<file path="src/design/port_bus_pkg.sv">
// package: constants and carrier types for the pin interface block
package port_bus_pkg;
  localparam int CLK_PERIOD_NS = 5;
  localparam int IRQ_FILTER_NS = 4000;
  localparam int IRQ_FILTER_CYC = (IRQ_FILTER_NS + CLK_PERIOD_NS - 1) / CLK_PERIOD_NS;
  localparam int FILT_W = 10;
  localparam logic [FILT_W-1:0] FILT_MAX = FILT_W'(IRQ_FILTER_CYC);
  // register offsets
  localparam logic [3:0] OFS_PORT_A = 4'h0;
  localparam logic [3:0] OFS_PORT_B = 4'h1;
  localparam logic [3:0] OFS_DIR_B = 4'h2;
  localparam logic [3:0] OFS_PORT_C = 4'h3;
  localparam logic [3:0] OFS_FUNC_C = 4'h4;
  localparam logic [3:0] OFS_PE_MODE = 4'h5;
  localparam logic [3:0] OFS_PE_HI = 4'h6;
  localparam logic [3:0] OFS_PE_LO = 4'h7;
  localparam logic [3:0] OFS_MASK = 4'h8;
  localparam logic [3:0] OFS_IRQ = 4'h9;
  localparam logic [3:0] OFS_SER = 4'hA;
  localparam logic [3:0] OFS_STAT = 4'hB;
  localparam logic [7:0] DIR_B_RST = 8'hFF;
  localparam logic [7:0] FUNC_C_RST = 8'hFF;
  localparam logic [7:0] ZERO8 = 8'h00;
  localparam int ES_BIT = 0;
  localparam int PC_SCS = 2;
  localparam int PC_SAK = 3;
  localparam int PC_TO = 4;
  localparam int PC_IOM = 5;
  localparam int PC_GRANT = 6;
  localparam int PC_HOLD = 7;
  localparam logic [2:0] SER_LAST = 3'h7;
  localparam logic [3:0] NIB_MASK_ZERO = 4'h0;
  typedef enum logic [1:0] {PE_ADDR16, PE_NIB_ADDR12, PE_OUT16} pe_mode_t;
  typedef enum logic [2:0] {IRQ_NONE, IRQ_LEVEL, IRQ_TIMER, IRQ_RISE, IRQ_PROG, IRQ_SERIAL} irq_src_t;
  typedef struct packed {
    logic req;
    logic wr;
    logic fetch;
    logic ioSel;
    logic [15:0] addr;
    logic [7:0] data;
  } bus_req_t;
  typedef struct packed {
    logic [7:0] out;
    logic [7:0] oe;
  } pin8_t;
endpackage : port_bus_pkg

</file>
<file path="src/design/port_bus_if.sv">
// design: pin interface of the single-chip microcomputer (ports, bus, irqs, serial)
//
// Local design decisions: the address-and-strobe port and the placing of the registers.
`timescale 1ns/1ps
module port_bus_if
  import port_bus_pkg::*;
(
  input wire logic sys_clk, // system clock, stands for the crystal input
  input wire logic rst, // asynchronous reset, active high
  input wire logic clkEn, // freezes all state while low
  input wire logic [3:0] regAddr, // register address
  input wire logic [7:0] regWdata, // register write data
  input wire logic regWr, // write strobe
  input wire logic regRd, // read strobe
  output logic [7:0] regRdata, // read data, cycle after the strobe
  input wire bus_req_t busReq, // core bus request, held until busDone
  output logic busDone, // one-cycle pulse closing a bus cycle
  output logic [7:0] busRdata, // byte read from the data bus (to accumulator)
  output logic periphClk, // half-rate peripheral clock
  output pin8_t port_a, // port A pins
  input wire logic [7:0] portBIn, // port B pin levels
  output pin8_t port_b, // port B pin drive
  input wire logic [7:0] portCIn, // port C pin levels
  output pin8_t port_c, // port C pin drive
  input wire logic serialAckFn, // acknowledge level for the port C control line
  input wire logic timerOutFn, // timer output level for port C
  input wire logic busGrantFn, // bus grant level for port C
  output logic serialChipSelect, // serial chip select seen on port C
  output logic busHoldReq, // bus request seen on port C
  output logic [15:0] port_e, // port E pins
  input wire logic [7:0] extDataIn, // data bus pin levels
  output logic [7:0] extDataOut, // data bus drive value
  output logic extDataOe, // data bus drive enable
  output logic rdStrobeN, // read strobe, active low
  output logic wrStrobeN, // write strobe, active low
  output logic first_cycle_marker, // high during opcode fetch T1..T3
  input wire logic waitReqN, // wait request, active low
  input wire logic level_irq_in, // level interrupt input
  input wire logic rising_irq_in, // rising edge interrupt input
  input wire logic programmable_edge_irq_in, // programmable edge interrupt input
  input wire logic timer_internal_irq, // internal timer request
  input wire logic serial_internal_irq, // internal serial request
  input wire logic irqAck, // core takes the pending request
  output irq_src_t irqSrc, // highest priority pending request
  input wire logic serClk, // serial clock level
  input wire logic serIn, // serial input
  output logic serOut // serial output
);

  typedef enum logic [2:0] {ST_IDLE, ST_T1, ST_T2, ST_WAIT, ST_T3} bus_st_t;

  function automatic logic [FILT_W-1:0] filtStep(input logic lvl, input logic [FILT_W-1:0] cnt);
    if (!lvl) begin
      filtStep = '0;
    end else if (cnt != FILT_MAX) begin
      filtStep = cnt + FILT_W'(1);
    end else begin
      filtStep = cnt;
    end
  endfunction : filtStep

  logic [7:0] portA_r, portB_r, dirB_r, portC_r, funcC_r, peHi_r, peLo_r, mask_r, ser_r;
  logic [1:0] peMode_r;
  logic [2:0] serCnt_r;
  logic serDone_r;
  logic periphClk_r;
  logic regWin;
  assign regWin = clkEn & regWr;

  // half-rate clock for external parts
  always_ff @(posedge sys_clk or posedge rst) begin
    if (rst) begin
      periphClk_r <= 1'b0;
    end else if (clkEn) begin
      periphClk_r <= ~periphClk_r;
    end
  end
  assign periphClk = periphClk_r;

  // port A latch
  always_ff @(posedge sys_clk or posedge rst) begin
    if (rst) begin
      portA_r <= ZERO8;
    end else if (regWin && regAddr == OFS_PORT_A) begin
      portA_r <= regWdata;
    end
  end
  assign port_a.out = portA_r;
  assign port_a.oe = 8'hFF;

  // port B latch: outputs from writes, inputs captured from pins
  always_ff @(posedge sys_clk or posedge rst) begin
    if (rst) begin
      portB_r <= ZERO8;
      dirB_r <= DIR_B_RST;
    end else if (clkEn) begin
      if (regWr && regAddr == OFS_DIR_B) begin
        dirB_r <= regWdata;
      end
      for (int i = 0; i < 8; i++) begin
        if (dirB_r[i]) begin
          portB_r[i] <= portBIn[i];
        end else if (regWr && regAddr == OFS_PORT_B) begin
          portB_r[i] <= regWdata[i];
        end
      end
    end
  end
  assign port_b.out = portB_r;
  assign port_b.oe = ~dirB_r;

  // port C plain latch and function select
  always_ff @(posedge sys_clk or posedge rst) begin
    if (rst) begin
      portC_r <= ZERO8;
      funcC_r <= FUNC_C_RST;
    end else if (clkEn && regWr) begin
      if (regAddr == OFS_PORT_C) begin
        portC_r <= regWdata;
      end
      if (regAddr == OFS_FUNC_C) begin
        funcC_r <= regWdata;
      end
    end
  end

  logic memIoSel_r;
  always_comb begin
    port_c.out = portC_r;
    port_c.oe = 8'h00;
    port_c.oe[0] = ~funcC_r[0];
    port_c.oe[1] = ~funcC_r[1];
    for (int i = PC_SAK; i <= PC_GRANT; i++) begin
      port_c.oe[i] = 1'b1;
    end
    if (!funcC_r[PC_SAK]) port_c.out[PC_SAK] = serialAckFn;
    if (!funcC_r[PC_TO]) port_c.out[PC_TO] = timerOutFn;
    if (!funcC_r[PC_IOM]) port_c.out[PC_IOM] = memIoSel_r;
    if (!funcC_r[PC_GRANT]) port_c.out[PC_GRANT] = busGrantFn;
  end
  assign serialChipSelect = ~funcC_r[PC_SCS] & portCIn[PC_SCS];
  assign busHoldReq = ~funcC_r[PC_HOLD] & portCIn[PC_HOLD];

  // port E mode and output words
  always_ff @(posedge sys_clk or posedge rst) begin
    if (rst) begin
      peMode_r <= PE_ADDR16;
      peHi_r <= ZERO8;
      peLo_r <= ZERO8;
    end else if (regWin) begin
      if (regAddr == OFS_PE_MODE && regWdata[1:0] <= PE_OUT16) begin
        peMode_r <= regWdata[1:0];
      end
      if (regAddr == OFS_PE_HI) begin
        peHi_r <= regWdata;
      end
      if (regAddr == OFS_PE_LO) begin
        peLo_r <= regWdata;
      end
    end
  end

  // bus cycle sequencer
  bus_st_t busSt_r;
  logic [15:0] addr_r;
  logic [7:0] busRdata_r;
  logic busWr_r, busFetch_r;
  always_ff @(posedge sys_clk or posedge rst) begin
    if (rst) begin
      busSt_r <= ST_IDLE;
      addr_r <= '0;
      busWr_r <= 1'b0;
      busFetch_r <= 1'b0;
      memIoSel_r <= 1'b0;
      busRdata_r <= ZERO8;
      extDataOut <= ZERO8;
    end else if (clkEn) begin
      case (busSt_r)
        ST_IDLE: begin
          if (busReq.req) begin
            busSt_r <= ST_T1;
            addr_r <= busReq.addr;
            busWr_r <= busReq.wr;
            busFetch_r <= busReq.fetch;
            memIoSel_r <= busReq.ioSel;
            extDataOut <= busReq.data;
          end
        end
        ST_T1: busSt_r <= ST_T2;
        ST_T2, ST_WAIT: begin
          busSt_r <= waitReqN ? ST_T3 : ST_WAIT;
        end
        ST_T3: begin
          busSt_r <= ST_IDLE;
          if (!busWr_r) begin
            busRdata_r <= extDataIn;
          end
        end
        default: busSt_r <= ST_IDLE;
      endcase
    end
  end
  logic inCycle;
  assign inCycle = busSt_r != ST_IDLE;
  assign busDone = clkEn && busSt_r == ST_T3;
  assign busRdata = busRdata_r;
  assign first_cycle_marker = inCycle && busFetch_r;
  assign rdStrobeN = ~(inCycle && busSt_r != ST_T1 && !busWr_r);
  assign wrStrobeN = ~(inCycle && busSt_r != ST_T1 && busWr_r);
  assign extDataOe = inCycle && busWr_r;

  always_comb begin
    case (peMode_r)
      PE_OUT16: port_e = {peHi_r, peLo_r};
      PE_NIB_ADDR12: port_e = {peHi_r[7:4], addr_r[11:0]};
      default: port_e = addr_r;
    endcase
  end

  // interrupt conditioning
  logic [FILT_W-1:0] f0Hi_r, f1Hi_r, f1Lo_r, f2Hi_r, f2Lo_r;
  logic q0_r, q1_r, q2_r, q1d_r, q2d_r;
  logic pendRise_r, pendProg_r;
  always_ff @(posedge sys_clk or posedge rst) begin
    if (rst) begin
      f0Hi_r <= '0;
      f1Hi_r <= '0;
      f1Lo_r <= '0;
      f2Hi_r <= '0;
      f2Lo_r <= '0;
    end else if (clkEn) begin
      f0Hi_r <= filtStep(level_irq_in, f0Hi_r);
      f1Hi_r <= filtStep(rising_irq_in, f1Hi_r);
      f1Lo_r <= filtStep(~rising_irq_in, f1Lo_r);
      f2Hi_r <= filtStep(programmable_edge_irq_in, f2Hi_r);
      f2Lo_r <= filtStep(~programmable_edge_irq_in, f2Lo_r);
    end
  end

  // filtered levels: q1_r and q2_r change only once a level has stood for the full time; q0_r waits only to rise and clears a cycle after its counter
  always_ff @(posedge sys_clk or posedge rst) begin
    if (rst) begin
      q0_r <= 1'b0;
      q1_r <= 1'b0;
      q2_r <= 1'b0;
      q1d_r <= 1'b0;
      q2d_r <= 1'b0;
    end else if (clkEn) begin
      q0_r <= (f0Hi_r == FILT_MAX);
      if (f1Hi_r == FILT_MAX) q1_r <= 1'b1;
      else if (f1Lo_r == FILT_MAX) q1_r <= 1'b0;
      if (f2Hi_r == FILT_MAX) q2_r <= 1'b1;
      else if (f2Lo_r == FILT_MAX) q2_r <= 1'b0;
      q1d_r <= q1_r;
      q2d_r <= q2_r;
    end
  end

  logic riseEv, progEv;
  assign riseEv = q1_r & ~q1d_r;
  assign progEv = mask_r[ES_BIT] ? (q2_r & ~q2d_r) : (~q2_r & q2d_r);

  // edge requests are sticky; a new edge wins over the acknowledge
  always_ff @(posedge sys_clk or posedge rst) begin
    if (rst) begin
      pendRise_r <= 1'b0;
      pendProg_r <= 1'b0;
    end else if (clkEn) begin
      pendRise_r <= riseEv | (pendRise_r & ~(irqAck && irqSrc == IRQ_RISE));
      pendProg_r <= progEv | (pendProg_r & ~(irqAck && irqSrc == IRQ_PROG));
    end
  end

  always_comb begin
    if (q0_r) irqSrc = IRQ_LEVEL;
    else if (timer_internal_irq) irqSrc = IRQ_TIMER;
    else if (pendRise_r) irqSrc = IRQ_RISE;
    else if (pendProg_r) irqSrc = IRQ_PROG;
    else if (serial_internal_irq) irqSrc = IRQ_SERIAL;
    else irqSrc = IRQ_NONE;
  end

  always_ff @(posedge sys_clk or posedge rst) begin
    if (rst) begin
      mask_r <= ZERO8;
    end else if (regWin && regAddr == OFS_MASK) begin
      mask_r <= regWdata;
    end
  end

  // serial shifter, clock sampled synchronously
  logic serClkD_r, serOut_r;
  always_ff @(posedge sys_clk or posedge rst) begin
    if (rst) begin
      serClkD_r <= 1'b1; // serial clock idles high, so no false rise after reset
      ser_r <= ZERO8;
      serCnt_r <= '0;
      serDone_r <= 1'b0;
      serOut_r <= 1'b0;
    end else if (clkEn) begin
      serClkD_r <= serClk;
      if (serClk && !serClkD_r) begin
        ser_r <= {ser_r[6:0], serIn};
        serCnt_r <= serCnt_r + 3'h1;
        if (serCnt_r == SER_LAST) serDone_r <= 1'b1;
      end else if (!serClk && serClkD_r) begin
        serOut_r <= ser_r[7];
      end else if (regWr && regAddr == OFS_SER) begin
        ser_r <= regWdata;
        serCnt_r <= '0;
        serDone_r <= 1'b0;
      end
    end
  end
  assign serOut = serOut_r;

  // register read port
  always_ff @(posedge sys_clk or posedge rst) begin
    if (rst) begin
      regRdata <= ZERO8;
    end else if (clkEn) begin
      if (regRd) begin
        case (regAddr)
          OFS_PORT_A: regRdata <= portA_r;
          OFS_PORT_B: regRdata <= portB_r;
          OFS_DIR_B: regRdata <= dirB_r;
          OFS_PORT_C: regRdata <= (portCIn & ~port_c.oe) | (portC_r & port_c.oe);
          OFS_FUNC_C: regRdata <= funcC_r;
          OFS_PE_MODE: regRdata <= {6'h00, peMode_r};
          OFS_PE_HI: regRdata <= peHi_r;
          OFS_PE_LO: regRdata <= peLo_r;
          OFS_MASK: regRdata <= mask_r;
          OFS_IRQ: regRdata <= {5'h00, irqSrc};
          OFS_SER: regRdata <= ser_r;
          OFS_STAT: regRdata <= {6'h00, serDone_r, inCycle};
          default: regRdata <= ZERO8;
        endcase
      end else begin
        regRdata <= ZERO8;
      end
    end
  end

  a_periph_toggle: assert property (@(posedge sys_clk) disable iff (rst)
    clkEn && !rst |=> periphClk != $past(periphClk)) else $error("peripheral clock did not toggle");
  a_port_a_hold: assert property (@(posedge sys_clk) disable iff (rst)
    !(regWr && clkEn && regAddr == OFS_PORT_A) |=> $stable(port_a.out)) else $error("port A changed");
  a_dir_b_drive: assert property (@(posedge sys_clk) disable iff (rst)
    (clkEn && regWr && regAddr == OFS_DIR_B) |=> port_b.oe == ~$past(regWdata)) else $error("port B enable wrong");
  a_wait_stall: assert property (@(posedge sys_clk) disable iff (rst)
    (clkEn && busSt_r == ST_T2 && !waitReqN) |=> busSt_r == ST_WAIT) else $error("wait ignored");
  a_rd_strobe: assert property (@(posedge sys_clk) disable iff (rst)
    (busSt_r == ST_T3 && !busWr_r) |-> !rdStrobeN && wrStrobeN) else $error("read strobe wrong");
  a_wr_strobe: assert property (@(posedge sys_clk) disable iff (rst)
    (busSt_r == ST_T2 && busWr_r) |-> !wrStrobeN && extDataOe) else $error("write strobe wrong");
  a_irq_priority: assert property (@(posedge sys_clk) disable iff (rst)
    $past(clkEn) && $past(f0Hi_r) == FILT_MAX |-> irqSrc == IRQ_LEVEL) else $error("level priority lost");
  a_pe_out16: assert property (@(posedge sys_clk) disable iff (rst)
    peMode_r == PE_OUT16 |-> port_e == {peHi_r, peLo_r}) else $error("port E output wrong");
  a_filter_time: assert property (@(posedge sys_clk) disable iff (rst)
    $rose(q0_r) |-> $past(f0Hi_r) == FILT_MAX) else $error("filter too short");
  c_read_cycle: cover property (@(posedge sys_clk) busSt_r == ST_T3 && !busWr_r);
  c_wait_cycle: cover property (@(posedge sys_clk) busSt_r == ST_WAIT);
  c_serial_byte: cover property (@(posedge sys_clk) $rose(serDone_r));
endmodule : port_bus_if

</file>
<file path="config.mk">
export PLATFORM = sky130hd
export DESIGN_NAME = port_bus_if
export DESIGN_NICKNAME = d
export VERILOG_FILES = /design/src/design/port_bus_pkg.sv /design/src/design/port_bus_if.sv
export SDC_FILE = /design/constraint.sdc
export NUM_CORES = 1
export LEC_CHECK = 0
export BUFFER_PORTS_ARGS = -buffer_cell sky130_fd_sc_hd__buf_2
export CAP_MARGIN = 25
export CORE_MARGIN = 2
export CORE_UTILIZATION = 60
export DETAILED_ROUTE_END_ITERATION = 10
export GPL_TIMING_DRIVEN = 0
export PLACE_DENSITY = 0.85
export SLEW_MARGIN = 0
export SYNTH_ARGS = -nofsm -noshare
export SYNTH_HDL_FRONTEND = slang
export SYNTH_SLANG_ARGS = --single-unit
</file>
<file path="constraint.sdc">
create_clock -name sys_clk -period 18.9 [get_ports sys_clk]
set_input_delay 4.725 -clock sys_clk [delete_from_list [all_inputs] [get_ports sys_clk]]
set_output_delay 4.725 -clock sys_clk [all_outputs]
set_load 0.03 [all_outputs]
</file>
==> results of run 1 <==
area by class of cell:
| class | count | area, sq um |
|---|---|---|
| Timing Repair Buffer | 154 | 793.3 |
| Clock buffer | 17 | 425.4 |
| Tap cell | 216 | 270.3 |
| Sequential cell | 184 | 4626 |
| Multi-Input combinational cell | 611 | 4587 |
| Clock inverter | 15 | 158.9 |
| Fill cell | 1132 | 4468 |
| Inverter | 39 | 153.9 |
| Buffer | 67 | 345.3 |
logic make-up after synthesis:
| group | synth area share |
|---|---|
| mux | 0.1591 |
| flops | 0.4789 |
| compound gates | 0.1407 |
| simple gates | 0.1361 |
| fa+ha+maj | 0.01813 |
| buf+inv | 0.05091 |
| other cells | 0.0007775 |
| xor+xnor | 0.01541 |
flip-flops by register name (all words and copies together) (netlist names), 10 cells and up:
name,flops
f1Hi_r,10
f1Lo_r,10
f2Lo_r,10
f2Hi_r,10
addr_r,16
f0Hi_r,10
worst register-to-register path, delay by kind of cell, from the launching register on:
family	cells	cell delay, ns
buffers and inverters	3	0.76
flip-flops	1	0.33
multiplexers	1	0.36
AND/OR/NAND/NOR	1	0.26
how the worst max path moves through the flow:
stage	slack, ns	depth (start not counted)	start	end
detailed placement	8.44	3	timer_internal_irq	irqSrc[2]
floorplan	8.43	1	timer_internal_irq	irqSrc[2]
global route	8.35	3	timer_internal_irq	irqSrc[2]
global placement	7.16	2	rst	busRdata[4]
finish	8.37	3	timer_internal_irq	irqSrc[2]
CTS	8.44	3	timer_internal_irq	irqSrc[2]
per-stage QoR:
| stage | utilization | std cells |
|---|---|---|
| floorplan | - | 901 |
| global placement | 0.6786 | 1270 |
| detailed placement | 0.6808 | 1271 |
| CTS | 0.7177 | 1303 |
| global route | 0.7177 | 1303 |
| finish | 0.7177 | 1303 |
routing by layer:
| layer | GRT usage | vias up | share of wire |
|---|---|---|---|
| li1 | - | 3587 | - |
| met2 | 0.5129 | 409 | 0.48 |
| met3 | 0.07655 | 78 | 0.080 |
| met4 | 0.1151 | 2 | 0.032 |
| met5 | 0 | - | 0.00058 |
| met1 | 0.4167 | 3971 | 0.40 |
where the power goes:
group / internal, W / switching (W)
logic: 0.000161 / 0.000265
registers: 0.000489 / 0.0000724
clock network: 0.000187 / 0.000170
cells in the final DEF, fill, tap and decap left out, types with 6 or more instances in the layout:
| master | n |
|---|---|
| nand3_1 | 31 |
| and3_1 | 8 |
| and4_1 | 6 |
| buf_2 | 171 |
| nor4_1 | 8 |
| xor2_1 | 7 |
| mux2_2 | 72 |
| and2_1 | 11 |
| nor3_1 | 11 |
| mux2_1 | 48 |
| nand4_1 | 13 |
| buf_1 | 7 |
| buf_4 | 19 |
| a21o_1 | 6 |
| a21oi_1 | 28 |
| nor2_1 | 37 |
| dfrtp_1 | 167 |
| o21ai_0 | 36 |
| o31ai_1 | 6 |
| inv_1 | 35 |
| clkbuf_1 | 23 |
| dfstp_2 | 17 |
| conb_1 | 14 |
| ha_1 | 14 |
| o2bb2ai_1 | 8 |
| xnor2_1 | 10 |
| clkbuf_16 | 17 |
| mux2i_1 | 14 |
| a32o_1 | 6 |
| nand2b_1 | 6 |
| o21ai_1 | 11 |
| nand2_1 | 57 |
| or3_1 | 6 |
| nor2b_1 | 18 |
| a22o_1 | 31 |
==> impl_metrics.csv, run 1 <==
group,metric,value,unit
setup_path,worstReg2RegStart,"busSt_r[2]",
power_and_ir_drop,p_per_area,118.4,nW/um^2
setup_path,crit_arrival,5.81,ns
synth,synth_area,9659,sq um
floorplan,io_pins,181,
route,drc,0,
cells_and_area,stdcell_area,11360,sq um
clocking,htreeDepth,4,
route,vias,8047,
global_route,antenna_found_initial,1,
setup_path,endpoint_kind,"output port",
clocking,cts_sinks,184,
global_route,grt_pass1_wl,40890,microns
synth,yosysUniqueCellTypes,84,
setup_path,slowest_stage,"nor4_1",
synth,synth_common_cells,"dfrtp_1 (167), mux2_2 (72), nand2_1 (57)",
worst_hold_path,hp-class,"reg2reg",
worst_hold_path,whs_path_depth,1,
timing,slew_headroom,0.4107,
route,drt_iter0_markers,761,
synth,synth-seq-cells,184,
worst_hold_path,min_from,"busRdata[0]",
worst_hold_path,holdPathEnd,"busRdata[0]",
synth,yosys.area.top_type_share,0.4326,
route,ant_nets,0,
setup_path,critPathMaxStageDelay,0.64,ns
global_route,grt_max_degree,96,
setup_path,cp-start-kind,"input port",
floorplan,fp-row-count,46,
setup_path,crit_family,"simple AND/OR/NAND/NOR gates",
cells_and_area,nets,1169,
floorplan,core_area,15830,sq um
cells_and_area,area_growth_syn_to_layout,17.60,%
clocking,cts_buffers,17,
global_route,grt_pass1_vias,7714,
floorplan,dieArea,17130,sq um
timing,whs,0.4816,ns
clocking,path_clk_slew,0.07,ns
timing,fin_crit,10.53,ns
timing,slew_violations,0,
setup_path,worstPathCellList,"buf_2 > nor4_1 > buf_2",
cells_and_area,diodes,0,
clocking,root_buffer,"clkbuf_16",
clocking,cts.path.max_buffers,2,
setup_path,cp_max_fo,5,
route,wl_per_cell,20.02,microns
setup_path,critPathKind,"in2out",
clocking,cts.repair.resized,0,
power_and_ir_drop,peakVddDrop,0.00009654,V
power_and_ir_drop,finalPower,0.001345,W
setup_path,cp_common_cell,"buf_2",
timing,hold_violations,0,
route,via_per_inst,6.176,
floorplan,die_w,130.9,microns
place,io_buffers,153,
flow_run,drv_cap,0,
global_route,track_usage,0.3158,
run_status,status,"completed",
timing,timing.final.crit_share,0.5574,
synth,syn_avg_cell_area,10.87,sq um
synth,ys.flop_type,"dfrtp_1",
setup_path,worstPathRequired,14.18,ns
clocking,clkLatencyLatePin,0.44,ns
cells_and_area,drive_gt1_frac,0.3119,
synth,async_flop_share,1.000,
timing,timing.fmax,94.92,MHz
synth,synth_area_leaders,"dfrtp_1 (43%), mux2_2 (8.4%), mux2_1 (5.6%)",
synth,yosys.area.top_type,"dfrtp_1",
floorplan,initial_core_util,0.6103,
synth,synth-seq-area-share,0.4789,
timing,rsz0062_at_grt,"no",
place,place_congestion,0.9629,
setup_path,path_buf_inv,2,
setup_path,reg2reg_depth,5,
place,postPlaceCellArea,10780,sq um
synth,synth_edf_count,0,
synth,yosysMostFrequentCell,"dfrtp_1",
route,drt_pass1_iterations,6,
clocking,cts_tree,"done",
place,dpl.hpwl,18680,microns
clocking,cts_hold_buf,0,
power_and_ir_drop,power_leakage,5.293,nW
timing,final.setup.tns,0,ns
place,place_ws,8.444,ns
floorplan,die_y,130.9,microns
timing,tightest_slew,0.8840,ns
timing,setup_viol,0,
timing,worst_slack,8.365,ns
route,routed_wl,26080,microns
clocking,cts_setup_buffers,0,
setup_path,r2r_end,"extDataOut[7]",
global_route,grt_overflow,0,
setup_path,regToRegSetupSlack,17.06,ns
synth,netlist_instances,889,
synth,ys_warn_count,0,
timing,skew,0.007635,ns
(Power assumes the default switching activity.)
==> run 2: changes to the inputs <==
--- a/config.mk
+++ b/config.mk
@@ -8,10 +8,10 @@
 export BUFFER_PORTS_ARGS = -buffer_cell sky130_fd_sc_hd__buf_2
 export CAP_MARGIN = 25
 export CORE_MARGIN = 2
-export CORE_UTILIZATION = 60
+export CORE_UTILIZATION = 51
 export DETAILED_ROUTE_END_ITERATION = 10
 export GPL_TIMING_DRIVEN = 0
-export PLACE_DENSITY = 0.85
+export PLACE_DENSITY = 0.77
 export SLEW_MARGIN = 0
 export SYNTH_ARGS = -nofsm -noshare
 export SYNTH_HDL_FRONTEND = slang
==> constraint.sdc (replaced) <==
create_clock -name sys_clk -period 9.3 [get_ports sys_clk]
set_input_delay 2.325 -clock sys_clk [delete_from_list [all_inputs] [get_ports sys_clk]]
set_output_delay 2.325 -clock sys_clk [all_outputs]
set_load 0.03 [all_outputs]
==> run 2 against run 1 <==
Global-route usage fell by 4.6 points; count of clock-buffer cells in the layout is the same; cell count up 1.5%; total power is 100% higher; clock skew increased by 0.0033 ns; critical endpoint unchanged; highest routed layer is now met4.
==> impl_metrics.csv, run 2 (synthesis gave the netlist of run 1 again) <==
group,metric,value,unit
run_status,status,"completed",
route,ant_nets,0,
cells_and_area,fin_cells,1323,
setup_path,slowest_stage,"nor4_1",
setup_path,cp-start-kind,"input port",
global_route,antenna_found_initial,2,
setup_path,worstPathCellList,"buf_2 > nor4_1 > buf_2",
timing,timing.fmax,175.3,MHz
floorplan,core_area,18640,sq um
floorplan,dieArea,20060,sq um
floorplan,initial_core_util,0.5181,
global_route,track_usage,0.2700,
worst_hold_path,hp-class,"reg2reg",
route,routed_wl,26700,microns
setup_path,worstReg2RegStart,"serClkD_r",
setup_path,cp_max_fo,5,
route,vias,7921,
timing,rsz0062_at_grt,"no",
cells_and_area,nFillCells,1547,
power_and_ir_drop,power_leakage,5.288,nW
worst_hold_path,min_from,"q1d_r",
flow_run,drv_cap,0,
cells_and_area,multiInputGateArea,4587,sq um
timing,setup_viol,0,
cells_and_area,largest_reg_flops,16,
power_and_ir_drop,finalPower,0.002721,W
place,dpl.hpwl,18990,microns
floorplan,io_pins,181,
cells_and_area,final_cell_mix,"buf_2 (171), dfrtp_1 (167), mux2_2 (72), nand2_1 (57), mux2_1 (48)",
setup_path,endpoint_kind,"output port",
place,place_congestion,0.9569,
timing,timing.final.crit_share,0.6133,
setup_path,worstPathRequired,6.98,ns
timing,fin_crit,5.704,ns
timing,final.setup.tns,0,ns
clocking,cts.repair.resized,0,
floorplan,fp-row-count,50,
timing,tightest_slew,0.8428,ns
route,via_per_inst,5.987,
setup_path,cp_common_cell,"buf_2",
clocking,root_buffer,"clkbuf_16",
floorplan,die_y,141.6,microns
global_route,grt_pass1_vias,7700,
place,postPlaceCellArea,10800,sq um
setup_path,critPathMaxStageDelay,0.61,ns
cells_and_area,drive_gt1_frac,0.3119,
global_route,grt_pass1_wl,41850,microns
route,drt_pass1_iterations,6,
timing,slew_headroom,0.4382,
cells_and_area,nets,1169,
place,place_inst,1289,
route,drt_iter0_markers,889,
cells_and_area,top_register,"addr_r",
floorplan,die_w,141.6,microns
clocking,cts_sinks,184,
clocking,clkLatencyLatePin,0.44,ns
clocking,cts.path.max_buffers,2,
clocking,htreeDepth,4,
power_and_ir_drop,p_per_area,239.5,nW/um^2
route,wl_per_cell,20.18,microns
timing,hold_violations,0,
worst_hold_path,whs_path_depth,1,
cells_and_area,seq_area,4626,sq um
timing,skew,0.01096,ns
setup_path,critPathKind,"in2out",
place,io_buffers,153,
global_route,grt_overflow,0,
clocking,cts_buffers,17,
cells_and_area,final_common_cell,"buf_2",
clocking,cts_hold_buf,0,
setup_path,r2r_end,"ser_r[0]",
power_and_ir_drop,peakVddDrop,0.0002074,V
clocking,cts_tree,"done",
setup_path,crit_arrival,3.38,ns
global_route,grt_max_degree,122,
route,drc,0,
setup_path,regToRegSetupSlack,7.47,ns
clocking,cts_setup_buffers,0,
cells_and_area,area_growth_syn_to_layout,17.63,%
worst_hold_path,holdPathEnd,"pendRise_r",
timing,slew_violations,0,
setup_path,reg2reg_depth,5,
cells_and_area,stdcell_area,11360,sq um
clocking,path_clk_slew,0.07,ns
run 2: changes by cell type in the layout (fill, tap and decap cells not counted), sizes merged:
cell	before	now
diode	0	2
clkinv	3	4
bufinv	1	0
inv	47	48
clkinvlp	3	2
run 2: routing by layer:
layer	part of all wire	global-route usage
met3	0.075	0.06109
met2	0.48	0.4359
met1	0.42	0.3607
met4	0.029	0.09632
met5	0	0
run 2: metrics by stage:
step	utilization	setup slack, ns	hold slack [ns]
6_report	0.6095	3.596	0.4567
5_1_grt	0.6093	3.568	0.4860
4_1_cts	0.6092	3.638	0.4594
3_5_place_dp	0.5792	3.638	0.4496
3_3_place_gp	0.5773	-0.1999	0.4438
2_1_floorplan	-	2.003	0.4352
run 2: worst max path at each step:
stage | from | endpoint | slack [ns] | cells after the start
finish | timer_internal_irq | irqSrc[2] | 3.60 | 3
global route | timer_internal_irq | irqSrc[2] | 3.57 | 3
CTS | timer_internal_irq | irqSrc[2] | 3.64 | 3
detailed placement | timer_internal_irq | irqSrc[2] | 3.64 | 3
global placement | rst | busRdata[2] | -0.20 | 2
floorplan | rst | addr_r[0] | 2.00 | 1
run 2: report_power, final:
| part | internal [W] | total (W) | switching (W) |
|---|---|---|---|
| logic | 0.000328 | 0.000867 | 0.000539 |
| registers | 0.000994 | 0.00114 | 0.000147 |
| clock network | 0.000355 | 0.000713 | 0.000358 |
| total | 0.00168 | 0.00272 | 0.00104 |
run 2: area by class of cell:
type	instances	share of cell area
clock inverters	15	0.01178
repair buffers	154	0.06982
well taps	234	0.02577
multi-input cells	611	0.4037
inverters	39	0.01354
diodes	2	0.0004405
clock buffers	17	0.03744
plain buffers	67	0.03039
flip-flops and latches	184	0.4071
run 2: critical path, delay by kind of cell:
| kind | cells | cell delay, ns |
|---|---|---|
| buffers and inverters | 2 | 0.44 |
| AND/OR/NAND/NOR | 1 | 0.61 |
==> run 3: changes to the inputs <==
--- a/config.mk
+++ b/config.mk
@@ -5,13 +5,14 @@
 export SDC_FILE = /design/constraint.sdc
 export NUM_CORES = 1
 export LEC_CHECK = 0
+export ABC_AREA = 1
 export BUFFER_PORTS_ARGS = -buffer_cell sky130_fd_sc_hd__buf_2
 export CAP_MARGIN = 25
 export CORE_MARGIN = 2
-export CORE_UTILIZATION = 51
+export CORE_UTILIZATION = 57
 export DETAILED_ROUTE_END_ITERATION = 10
 export GPL_TIMING_DRIVEN = 0
-export PLACE_DENSITY = 0.77
+export PLACE_DENSITY = 0.81
 export SLEW_MARGIN = 0
 export SYNTH_ARGS = -nofsm -noshare
 export SYNTH_HDL_FRONTEND = slang
==> constraint.sdc (replaced) <==
create_clock -name sys_clk -period 5.8 [get_ports sys_clk]
set_input_delay 1.45 -clock sys_clk [delete_from_list [all_inputs] [get_ports sys_clk]]
set_output_delay 1.45 -clock sys_clk [all_outputs]
set_load 0.03 [all_outputs]
==> run 3 against run 2 <==
Utilization increased by 7.8 points; sequential power rose by 54%; highest routed layer unchanged; total power is 58% higher; critical endpoint is now busDone; critical path type unchanged; largest cell class unchanged; register-to-register slack worse by 3.4 ns.
==> impl_metrics.csv, run 3 <==
group,metric,value,unit
timing,timing.final.crit_share,0.6756,
cells_and_area,multiInputGateArea,4576,sq um
floorplan,dieArea,18620,sq um
timing,setup_viol,0,
timing,tightest_slew,0.7244,ns
cells_and_area,drive_gt1_frac,0.2429,
global_route,met2_usage,0.4651,
power_and_ir_drop,p_sw,0.001651,W
synth,syn_avg_cell_area,8.051,sq um
global_route,track_usage,0.2834,
synth,synth-seq-area-share,0.4626,
floorplan,fp-row-count,48,
power_and_ir_drop,p_comb_frac,0.312,
setup_path,critPathKind,"in2out",
power_and_ir_drop,p_sw_frac,0.3832,
synth,yosys.area.top_type_share,0.4179,
clocking,clkLatencyLatePin,0.44,ns
timing,timing.fmax,255.2,MHz
timing,fin_crit,3.919,ns
place,dpl.hpwl,19170,microns
clocking,cts_hold_buf,0,
setup_path,cp-start-kind,"input port",
run_status,status,"completed",
power_and_ir_drop,p_int,0.002657,W
floorplan,die_y,136.5,microns
synth,ys_warn_count,0,
synth,yosysUniqueCellTypes,49,
setup_path,endpoint_kind,"output port",
global_route,grt_use_met1,0.3729,
power_and_ir_drop,peakVddDrop,0.0003155,V
floorplan,io_pins,181,
route,wl_per_cell,15.45,microns
setup_path,worstPathRequired,4.35,ns
cells_and_area,nFillCells,1390,
synth,synth_edf_count,0,
cells_and_area,final_cell_mix,"nand2_1 (361), buf_2 (171), dfrtp_1 (167), inv_1 (117), o21ai_0 (116)",
global_route,grt_max_degree,43,
cells_and_area,final_common_cell,"nand2_1",
timing,skew,0.008568,ns
synth,synth-seq-cells,184,
cells_and_area,seq_area,4626,sq um
global_route,use_met3,0.05518,
clocking,path_clk_slew,0.07,ns
clocking,cts_tree,"done",
cells_and_area,largest_reg_flops,16,
cells_and_area,top_register,"addr_r",
route,routed_wl,25940,microns
synth,synth_area_leaders,"dfrtp_1 (42%), nand2_1 (14%), o21ai_0 (5.8%)",
synth,ys.flop_type,"dfrtp_1",
synth,yosys.area.top_type,"dfrtp_1",
timing,hold_violations,0,
route,ant_nets,0,
synth,synth_area,10000,sq um
power_and_ir_drop,p_per_area,363.6,nW/um^2
floorplan,initial_core_util,0.5801,
timing,final.setup.tns,0,ns
global_route,grt_pass1_wl,41120,microns
power_and_ir_drop,seq_power_share,0.409,
worst_hold_path,hp-class,"reg2reg",
synth,async_flop_share,1.000,
floorplan,core_area,17240,sq um
route,vias,9158,
global_route,grt_overflow,0,
cells_and_area,area_growth_syn_to_layout,18.48,%
clocking,cts_buffers,17,
place,io_buffers,162,
place,place_congestion,0.9119,
power_and_ir_drop,power_leakage,5.940,nW
global_route,grt_pass1_vias,8327,
clocking,htreeDepth,4,
route,drt_pass1_iterations,5,
clocking,cts_sinks,184,
flow_run,drv_cap,0,
floorplan,die_w,136.5,microns
setup_path,cp_max_fo,10,
cells_and_area,fin_util,0.6874,
synth,synth_common_cells,"nand2_1 (361), dfrtp_1 (167), inv_1 (118)",
cells_and_area,nets,1535,
clocking,root_buffer,"clkbuf_16",
route,drt_iter0_markers,776,
global_route,grt_busiest_layer,"met2",
clocking,cts_setup_buffers,0,
route,drc,0,
clocking,cts.repair.resized,0,
timing,slew_headroom,0.5171,
global_route,antenna_found_initial,0,
setup_path,crit_arrival,2.47,ns
clocking,cts.path.max_buffers,2,
power_and_ir_drop,clockPowerShare,0.278,
synth,yosysMostFrequentCell,"nand2_1",
timing,rsz0062_at_grt,"no",
route,via_per_inst,5.454,
synth,netlist_instances,1242,
timing,slew_violations,0,
[run 3: power by group through the flow]
| stage | combinational, W | sequential (W) | clock (W) |
|---|---|---|---|
| 2_1_floorplan | 0.000786 | 0.00191 | 0 |
| 3_3_place_gp | 0.00130 | 0.00177 | 0 |
| 3_5_place_dp | 0.00134 | 0.00178 | 0 |
| 4_1_cts | 0.00135 | 0.00176 | 0.00122 |
| 5_1_grt | 0.00146 | 0.00180 | 0.00127 |
| 6_report | 0.00134 | 0.00176 | 0.00120 |
[run 3: worst max-delay path, cell delays in order]
cell and delay (ns):
buf_2 0.12, inv_2 0.10, nor4_4 0.49, buf_2 0.30
[run 3: per-stage QoR]
step | hold slack (ns) | cells | setup WS (ns) | area [sq um] | power (W)
floorplan | 0.4355 | 1254 | 1.999 | 10050 | 0.002698
global placement | 0.4471 | 1641 | 0.8629 | 11140 | 0.003073
detailed placement | 0.4555 | 1646 | 1.901 | 11240 | 0.003123
CTS | 0.4656 | 1678 | 1.903 | 11850 | 0.004326
global route | 0.4877 | 1678 | 1.793 | 11850 | 0.004533
finish | 0.4634 | 1679 | 1.881 | 11850 | 0.004308
[run 3: cells by family (layout without fill, tap and decap cells)]
group,after synthesis,after routing,share of synthesized area
and+or+nand+nor,616,616,0.2753
AOI/OAI and AO/OA,212,212,0.1224
DFF,184,184,0.4626
buffers and inverters,179,378,0.08433
muxes,26,26,0.02928
adders and majority gates,14,14,0.01752
xor gates and xnor gates,9,9,0.007883
other,2,15,0.0007510
[run 3: layout make-up]
cell class / instances / area share
flip-flops and latches: 184 / 0.3904
repair buffers: 167 / 0.07688
clock inverters: 15 / 0.01510
inverters: 129 / 0.04172
diodes: 1 / 0.0002112
plain buffers: 50 / 0.02978
well taps: 225 / 0.02376
clock buffers: 17 / 0.03591
multi-input cells: 891 / 0.3862
[run 3: path summary, 6_finish.rpt]
check	from	end	slack, ns	cells past startpoint
min in group asynchronous	rst	addr_r[4]	1.04	2
min	periphClk	periphClk	0.46	1
min reg2reg	periphClk	periphClk	0.46	1
max in group asynchronous	rst	dirB_r[3]	3.66	5
max reg2reg	f0Hi_r[0]	f0Hi_r[3]	4.07	10
max	clkEn	busDone	1.88	4
[run 3: metal layers]
layer / vias up / share of wire
met4: 0 / 0.026
met3: 59 / 0.065
met2: 373 / 0.49
li1: 4435 / -
met5: - / 0
met1: 4291 / 0.42
